### src/shared/pulse_timer_params.svh
`ifndef PULSE_TIMER_PARAMS_SVH
`define PULSE_TIMER_PARAMS_SVH

// Register byte offsets on the plain register port.
`define CTRL_OFS 4'h0
`define PRESET_OFS 4'h4
`define STATUS_OFS 4'h8
`define COUNT_OFS 4'hC

// Control register fields.
`define CTRL_MODE_BIT 0
`define CTRL_TB_LSB 1
`define CTRL_TB_MSB 2
`define CTRL_RSTCON_BIT 3
`define CTRL_INDIRECT_BIT 4

// Status register fields.
`define ST_OUT_BIT 0
`define ST_RUN_BIT 1
`define ST_TRIG_BIT 2
`define ST_RST_BIT 3

// Reset values.
`define PRESET_INIT 16'h000A
`define RSTCON_INIT 1'h1

// Timing: clock period and the 1 ms unit, both in ns.
`define CLK_PERIOD_NS 32'h5
`define UNIT_1MS_NS 32'hF4240
`define CYCLES_PER_MS (`UNIT_1MS_NS / `CLK_PERIOD_NS)
`define DECADE_LAST 4'h9
`define PRESCALE_W 18

`endif

### src/shared/pulse_timer_pkg.sv
`include "pulse_timer_params.svh"

package pulse_timer_pkg;

  typedef enum logic [0:0] {INPUT_PRECEDENCE, TIME_PRECEDENCE} termination_mode_t;

  typedef enum logic [1:0] {UNIT_1S, UNIT_100MS, UNIT_10MS, UNIT_1MS} time_base_select_t;

  typedef enum logic [0:0] {IDLE, COUNTING} timer_state_t;

  typedef struct packed {
    timer_state_t state;
    logic [15:0] count;
    logic out;
    logic [15:0] preset;
    termination_mode_t mode;
    time_base_select_t tbsel;
    logic reset_connected;
    logic preset_indirect;
    logic trig_s1;
    logic trig_s2;
    logic trig_prev;
    logic rst_s1;
    logic rst_s2;
    logic [31:0] rdata;
  } timer_regs_t;

  typedef struct packed {
    logic [`PRESCALE_W-1:0] prescale;
    logic [2:0][3:0] decade;
  } divider_regs_t;

endpackage : pulse_timer_pkg

### src/shared/tick_if.sv
`timescale 1ns/100ps

interface tick_if;
  logic restart;
  pulse_timer_pkg::time_base_select_t sel;
  logic tick;
  modport timer (output restart, output sel, input tick);
  modport divider (input restart, input sel, output tick);
endinterface : tick_if

### src/design/time_base_divider.sv
`timescale 1ns/100ps
`include "pulse_timer_params.svh"

module time_base_divider #(
  parameter int unsigned CYCLES_PER_MS = `CYCLES_PER_MS
) (
  input wire logic clock,
  input wire logic nrst,
  tick_if.divider tb
);

  pulse_timer_pkg::divider_regs_t q;
  pulse_timer_pkg::divider_regs_t d;
  logic [3:0] carry;

  assign carry[0] = (q.prescale == `PRESCALE_W'(CYCLES_PER_MS - 1));

  // Each decade passes a carry on when it wraps, giving 10 ms, 100 ms and 1 s.
  for (genvar i = 0; i < 3; i++) begin : g_decade
    assign carry[i+1] = carry[i] && (q.decade[i] == `DECADE_LAST);
  end

  always_comb begin
    d = q;
    tb.tick = 1'b0;
    if (tb.restart) begin
      // Restarting with the pulse makes every unit period full length.
      d = '0;
    end else begin
      d.prescale = carry[0] ? '0 : q.prescale + `PRESCALE_W'(1);
      for (int i = 0; i < 3; i++) begin
        if (carry[i]) begin
          d.decade[i] = (q.decade[i] == `DECADE_LAST) ? 4'h0 : q.decade[i] + 4'h1;
        end
      end
      case (tb.sel)
        pulse_timer_pkg::UNIT_1S: tb.tick = carry[3];
        pulse_timer_pkg::UNIT_100MS: tb.tick = carry[2];
        pulse_timer_pkg::UNIT_10MS: tb.tick = carry[1];
        default: tb.tick = carry[0];
      endcase
    end
  end

  always_ff @(posedge clock) begin
    if (!nrst) begin
      q <= '0;
    end else begin
      q <= d;
    end
  end
endmodule : time_base_divider

### src/design/one_shot_pulse_block.sv
`timescale 1ns/100ps
`include "pulse_timer_params.svh"

module one_shot_pulse_block #(
  parameter int unsigned CYCLES_PER_MS = `CYCLES_PER_MS
) (
  input wire logic clock,
  input wire logic nrst,
  input wire logic trigger_in,
  input wire logic reset_in,
  input wire logic [15:0] preset_data_in,
  input wire logic [3:0] reg_addr,
  input wire logic [31:0] reg_wdata,
  input wire logic reg_wr,
  input wire logic reg_rd,
  output logic [31:0] reg_rdata,
  output logic pulse_out
);

  pulse_timer_pkg::timer_regs_t q;
  pulse_timer_pkg::timer_regs_t d;
  logic [15:0] preset_eff;
  logic reset_active;
  logic trig_rise;
  logic restart;

  tick_if tbus ();

  time_base_divider #(
    .CYCLES_PER_MS(CYCLES_PER_MS)
  ) u_divider (
    .clock(clock),
    .nrst(nrst),
    .tb(tbus.divider)
  );

  assign tbus.restart = restart;
  assign tbus.sel = q.tbsel;

  // The indirect source is a data register on this clock, so it is read unsynchronised.
  assign preset_eff = q.preset_indirect ? preset_data_in : q.preset;

  assign reset_active = q.reset_connected && q.rst_s2;
  assign trig_rise = q.trig_s2 && !q.trig_prev;

  function automatic logic [31:0] read_word(
    input logic [3:0] addr,
    input pulse_timer_pkg::timer_regs_t r,
    input logic rst_act
  );
    logic [31:0] w;
    w = 32'h0;
    if (addr == `CTRL_OFS) begin
      w[`CTRL_MODE_BIT] = r.mode;
      w[`CTRL_TB_MSB:`CTRL_TB_LSB] = r.tbsel;
      w[`CTRL_RSTCON_BIT] = r.reset_connected;
      w[`CTRL_INDIRECT_BIT] = r.preset_indirect;
    end else if (addr == `PRESET_OFS) begin
      w[15:0] = r.preset;
    end else if (addr == `STATUS_OFS) begin
      w[`ST_OUT_BIT] = r.out;
      w[`ST_RUN_BIT] = (r.state == pulse_timer_pkg::COUNTING);
      w[`ST_TRIG_BIT] = r.trig_s2;
      w[`ST_RST_BIT] = rst_act;
    end else if (addr == `COUNT_OFS) begin
      w[15:0] = r.count;
    end
    return w;
  endfunction : read_word

  always_comb begin
    d = q;
    restart = 1'b0;

    // Both pins are asynchronous to this clock and pass two flops first.
    d.trig_s1 = trigger_in;
    d.trig_s2 = q.trig_s1;
    d.trig_prev = q.trig_s2;
    d.rst_s1 = reset_in;
    d.rst_s2 = q.rst_s1;

    if (reg_wr) begin
      if (reg_addr == `CTRL_OFS) begin
        d.mode = pulse_timer_pkg::termination_mode_t'(reg_wdata[`CTRL_MODE_BIT]);
        d.tbsel = pulse_timer_pkg::time_base_select_t'(reg_wdata[`CTRL_TB_MSB:`CTRL_TB_LSB]);
        d.reset_connected = reg_wdata[`CTRL_RSTCON_BIT];
        d.preset_indirect = reg_wdata[`CTRL_INDIRECT_BIT];
      end else if (reg_addr == `PRESET_OFS) begin
        d.preset = reg_wdata[15:0];
      end
    end

    d.rdata = 32'h0;
    if (reg_rd) begin
      d.rdata = read_word(reg_addr, q, reset_active);
    end

    if (reset_active) begin
      d.out = 1'b0;
      d.state = pulse_timer_pkg::IDLE;
      d.count = 16'h0;
    end else if (trig_rise) begin
      d.count = 16'h0;
      restart = 1'b1;
      if (preset_eff == 16'h0) begin
        d.out = 1'b0;
        d.state = pulse_timer_pkg::IDLE;
      end else begin
        d.out = 1'b1;
        d.state = pulse_timer_pkg::COUNTING;
      end
    end else if (q.state == pulse_timer_pkg::COUNTING) begin
      if (q.mode == pulse_timer_pkg::INPUT_PRECEDENCE && !q.trig_s2) begin
        d.out = 1'b0;
        d.state = pulse_timer_pkg::IDLE;
      end else if (q.count >= preset_eff) begin
        // A preset lowered to or under the running count ends the pulse here.
        d.out = 1'b0;
        d.state = pulse_timer_pkg::IDLE;
      end else if (tbus.tick) begin
        d.count = q.count + 16'h1;
        if (d.count == preset_eff) begin
          d.out = 1'b0;
          d.state = pulse_timer_pkg::IDLE;
        end
      end
    end
  end

  always_ff @(posedge clock) begin
    if (!nrst) begin
      q <= '0;
      q.mode <= pulse_timer_pkg::INPUT_PRECEDENCE;
      q.preset <= `PRESET_INIT;
      q.reset_connected <= `RSTCON_INIT;
    end else begin
      q <= d;
    end
  end

  assign pulse_out = q.out;
  assign reg_rdata = q.rdata;
endmodule : one_shot_pulse_block

### config.mk
export PLATFORM = sky130hd
export DESIGN_NAME = one_shot_pulse_block
export DESIGN_NICKNAME = d
export VERILOG_FILES = /design/src/shared/pulse_timer_pkg.sv /design/src/shared/tick_if.sv /design/src/design/time_base_divider.sv /design/src/design/one_shot_pulse_block.sv
export VERILOG_INCLUDE_DIRS = /design/src /design/src/shared
export SDC_FILE = /design/constraint.sdc
export NUM_CORES = 1
export LEC_CHECK = 0
export BUFFER_PORTS_ARGS = -buffer_cell sky130_fd_sc_hd__buf_2
export CORE_MARGIN = 5
export CORE_UTILIZATION = 55
export DETAILED_ROUTE_END_ITERATION = 10
export GPL_TIMING_DRIVEN = 0
export PLACE_DENSITY = 0.81
export SLEW_MARGIN = 20
export SYNTH_ARGS = -nofsm -noshare
export SYNTH_HDL_FRONTEND = slang
export SYNTH_SLANG_ARGS = --single-unit
### constraint.sdc
create_clock -name clock -period 5.7 [get_ports clock]
set_input_delay 0.285 -clock clock [delete_from_list [all_inputs] [get_ports clock]]
set_output_delay 0.285 -clock clock [all_outputs]
set_load 0.02 [all_outputs]
# == Word level (Yosys, flattened, before mapping) ==
# Cells that the tools add are included.
# word_totals
regBits,106
in_bits,58
output_inout_bits,33
wordCells,91
# classes
add_sub_neg,5
magnitude_cmp,1
n_eq_ne,10
n_mux,25
n_bitwise,6
n_reduce_logical,24
# ops
cell,n
2-to-1 mux 16 bit,5
2-to-1 mux 18 bit,3
== test 4 bit (second input constant),5
adder 18 x 1 -> 18 bit (second input constant),1
== test 18 bit (second input constant),1
adder 16 x 1 -> 16 bit (second input constant),1
== test 16 bit,1
>= comparator 16 bit,1
zero test 16 bit,1
2-to-1 mux 4 bit,4
adder 4 x 1 -> 4 bit (second input constant),3
2-to-1 mux 12 bit,1
2-to-1 mux 1 bit,10
OR reduction 3 bit,3
nonzero test 4 bit,2
logical AND 1 bit,6
NOT 1 bit,6
AND reduction 3 bit,2
2-to-1 mux 5 bit,1
== test 4 x 3 -> 1 bit (second input constant),1
zero test 4 bit,1
AND reduction 2 bit,2
AND reduction 4 bit,1
OR reduction 2 bit,2
6 further kinds,7

# == Depth between registers and ports, before layout ==
# logic_depth
word_depth,11
depth_mapped,13
ltp_nobuf,9

# == Hierarchy ==
# A second synthesis with hierarchy kept.
# unflattened
cells_unflattened,600
area_unflattened_um2,5225.0
# modules_own_cells
mod,n_inst,cells_per_inst,area_per_inst_um2,seq_area_each_um2
one_shot_pulse_block,1,423,3647.2,1201.2
time_base_divider,1,177,1577.8,600.6

# == Worst setup path before layout ==
# OpenSTA, ideal clock, no wires.
# synth_path
kind,reg-to-reg
from,register q[37] (netlist name)
to,register q[71] (netlist name)
setup_ps,70
t_arrival_ps,3279
t_required_ps,5630
path_slack_ps,2351
stages_incl_launch_ff,13
n_path_buf,3
period_less_slack_ps,3349
cell_sequence,dfxtp_1 > buf_2 > clkbuf_1 > mux2_2 > ha_1 > nand2b_1 > a21o_1 > a21oi_1 > o21ai_0 > a2111o_1 > buf_6 > or4_1 > a21oi_1
# synth_via
elab_chain_len,4
# synth_lines
element,line,text
start: declaration,one_shot_pulse_block.sv:20,pulse_timer_pkg::timer_regs_t q;
2-to-1 mux 16 bit,one_shot_pulse_block.sv:41,assign preset_eff = q.preset_indirect ? preset_data_in : q.preset;
>= comparator 16 bit,one_shot_pulse_block.sv:116,end else if (q.count >= preset_eff) begin
NOT 1 bit (no line),-,
AND reduction 4 bit (no line),-,
# No other way between the ends.
# A chain may end at the register's enable or synchronous reset.

# == Final worst setup path ==
# layout_path
from,register q[37] (netlist name)
to,register q[69] (netlist name)
# Same word-level chain as after synthesis.

==> impl_results.md <==
- Crit path to: q[69]$_SDFFE_PP0P_
- Layout Nets: 756
- Finished Layout Cells: 796
- IO Pins: 91
- Synth Register Bits: 90
- Cts hold-fix bufs: 0
- Num Clock Sinks: 90
- Slew @ Worst Pin: 945.5 ps
- Die area: 11350 sq um
- Via/cell ratio: 5.636
- # resized after CTS: 0
- Clock insertion delay at the later pin of the skew report: 360 ps
- Fraction of layout cells with a size suffix above 1: 0.2000
- P_leak: 0.002294 uW
- Synth Area in XOR/XNOR: 0.07179
- Diode count: 0
- All-Layer GR Usage: 0.2259
- Pwr Density: 210.2 nW/um^2
- Yosys top cell area share: 0.3516
- DRT antenna net count: 0
- DPL Wire Length: 9734 um
- Top_reg_cell synth: dfxtp_1
- Largest family of logic cells by synthesized area: simple AND/OR/NAND/NOR gates
- Area after DPL: 5609 sq um
- Initial core utilization: 0.5598
- Ys async rst share: 0
- Clock Root Buffer: clkbuf_8
- Synth Area in Simple Gates: 0.2391
- Vias: 4486
- CTS max path bufs: 2
- Yosys top cell by area: dfxtp_1
- RSZ-0062 raised after global routing: no
- Startpoint Class: register
- Min-Delay Path Class: in2reg
- Fin crit share: 0.6791
- Reg2reg start: q[37]$_SDFFE_PN0P_
- Fin area: 5838 sq um
- Sequential Power Share: 0.521
- Int Pwr: 927.9 uW
- Kind of critical path: reg2reg
- Gpl congestion: 0.9248
- Post-CTS Setup Bufs: 0
- H-Tree Depth: 3
- Post-synthesis compound-gate area fraction: 0.1219
- Final WL: 12360 um
- Final TNS setup: 0 ps
- Clock-pin slew on the worst setup and hold paths: 100 ps
- Syn Std Cell Area: 5124 sq um
- Wirelength per Cell: 15.53 um
- Iter 0 DRT Violations: 267
- Core Footprint: 9153 sq um
- Yosys warning count: 0
- Sequential area share after synthesis: 0.3516
- VDD IR max: 140.7 uV
- Setup crit start: q[37]$_SDFFE_PN0P_
- Final setup vio count: 0
- Layout Skew: 13.62 ps
- Post-Synthesis Cells: 596
- Top cells by area, synth: dfxtp_1, mux2i_1, buf_4
- Mux cell area share after synthesis: 0.08205
- Max-cap violation count: 0
- Layout area overhead: 13.94%
- Mapped Avg Cell Area: 8.597 sq um
- Total power: 1227 uW
- Worst hold slack: 139.9 ps
- Die width: 106.5 um
- Initial antenna violation count: 0
- First-pass GRT wire length: 20780 um
- Minimum clock period: 3871 ps
- Largest net degree at the start of global routing: 17
- CP max FO: 10
- Die H: 106.5 um
- TritonCTS Buffers: 9
- Clock power frac: 0.403
- Switch Pwr: 299.4 uW
- CTS tree: yes
- Gate power share: 0.076
- Sw frac: 0.2439
- Post-synth EDFFs: 0
- Max Slew Vio Count: 0
- Final hold violations: 0
- Placed cells: 780
- Std-Cell Rows: 35
- Cell count of the worst reg-to-reg path: 13
- Run status: finished, final reports clean
- # DRC: 0
- Worst slew margin: 0.3648
- FMAX: 258.3 MHz
- Worst setup EP type: register
- Fraction of the mapped netlist area in adder cells: 0.04396
- Synth cell types: 61
- Vias in the first global route: 4346
- Gr ovfl total: 0
- Worst Path Arrival: 4110 ps
- CP required: 5940 ps
- Port Buf Inserts: 58
- FF-to-FF End: q[69]$_SDFFE_PP0P_
- Drt pass-1 iters: 5
- Reg2reg setup slack: 1830 ps
## worst min-delay path by stage
stage                          to  depth (start not counted)             start  slack, ps
2_1_floorplan  q[43]$_SDFFE_PN1P_                          2      reg_wdata[1]        410
3_3_place_gp     d[34]$_SDFF_PN0_                          1  d[35]$_SDFF_PN0_        420
3_5_place_dp     d[34]$_SDFF_PN0_                          1  d[35]$_SDFF_PN0_        430
4_1_cts          d[35]$_SDFF_PN0_                          2        trigger_in        130
5_1_grt          d[35]$_SDFF_PN0_                          2        trigger_in        120
6_report         d[35]$_SDFF_PN0_                          2        trigger_in        140
## power by group through the flow
stage / combinational (uW) / clock, uW / sequential [uW]
2_1_floorplan: 61.1 / 0 / 653
3_3_place_gp: 90.0 / 0 / 654
3_5_place_dp: 91.3 / 0 / 654
4_1_cts: 91.7 / 499 / 640
5_1_grt: 102 / 531 / 641
6_report: 92.9 / 495 / 640
## critical path: stages (launching register included)
cell	delay, ps
dfxtp_1	350
buf_2	310
clkbuf_1	500
mux2i_1	380
ha_1	310
a21o_1	170
a21o_1	170
a21oi_1	200
o211ai_1	160
a2111o_1	410
clkbuf_8	200
clkbuf_1	240
o21ai_0	230
a21oi_1	90
## stage by stage
step / worst slack [ps] / util
2_1_floorplan: 2351 / -
3_3_place_gp: 1985 / 0.6129
3_5_place_dp: 1895 / 0.6129
4_1_cts: 1855 / 0.6379
5_1_grt: 1562 / 0.6379
6_report: 1829 / 0.6379
## cell usage after synthesis (all sizes together) (18+ instances only)
library cell and instances:
dfxtp 90, nor2 57, nand2 54, buf 38, mux2i 33, a21oi 32
o21ai 28, xnor2 28, nand3 23, clkbuf 19, or3 19, ha 18
## cells in the final DEF, fill, tap and decap left out, types with 11 or more instances in the layout
cell	netlist	final
nor2_1	57	57
clkbuf_8	2	11
buf_2	1	59
mux2i_1	33	33
xor2_1	14	14
nor2b_1	15	15
nand3_1	23	23
a21oi_1	32	32
nand4_1	12	12
buf_4	33	33
conb_1	1	16
o21ai_0	28	28
inv_1	13	13
dfxtp_1	90	90
or3_1	11	11
clkbuf_1	17	18
a21boi_0	14	14
xnor2_1	28	28
ha_1	18	18
nand2_1	53	53
## area by class of cell
class / instances / area [sq um]
clock inverter: 6 / 101.3
inverter: 13 / 48.80
timing repair buffer: 58 / 290.3
fill: 779 / 3314
tap: 111 / 138.9
buffer: 58 / 406.6
clock buffer: 10 / 127.6
multi-input combinational: 450 / 2923
sequential: 90 / 1802
## routing by layer
| metal | up-vias | part of all wire | track usage |
|---|---|---|---|
| met3 | 28 | 0.059 | 0.03643 |
| met5 | - | 0 | 0 |
| met2 | 155 | 0.46 | 0.3747 |
| met1 | 2092 | 0.45 | 0.2991 |
| met4 | 0 | 0.023 | 0.07671 |
| li1 | 2211 | - | - |
## flip-flops by register name, summed over array words and instances (netlist names)
signal,cells
pulse_out,1
reg_rdata,16
q,38
tbus.sel,2
u_divider.q,30
d,3
## logic make-up after synthesis
kind of cell | Yosys count
muxes | 38
xor gates and xnor gates | 42
adders and majority gates | 18
DFF | 90
AOI/OAI and AO/OA | 101
and+or+nand+nor | 235
buffers and inverters | 71
other | 1
Power figures use the tool's default switching activity.
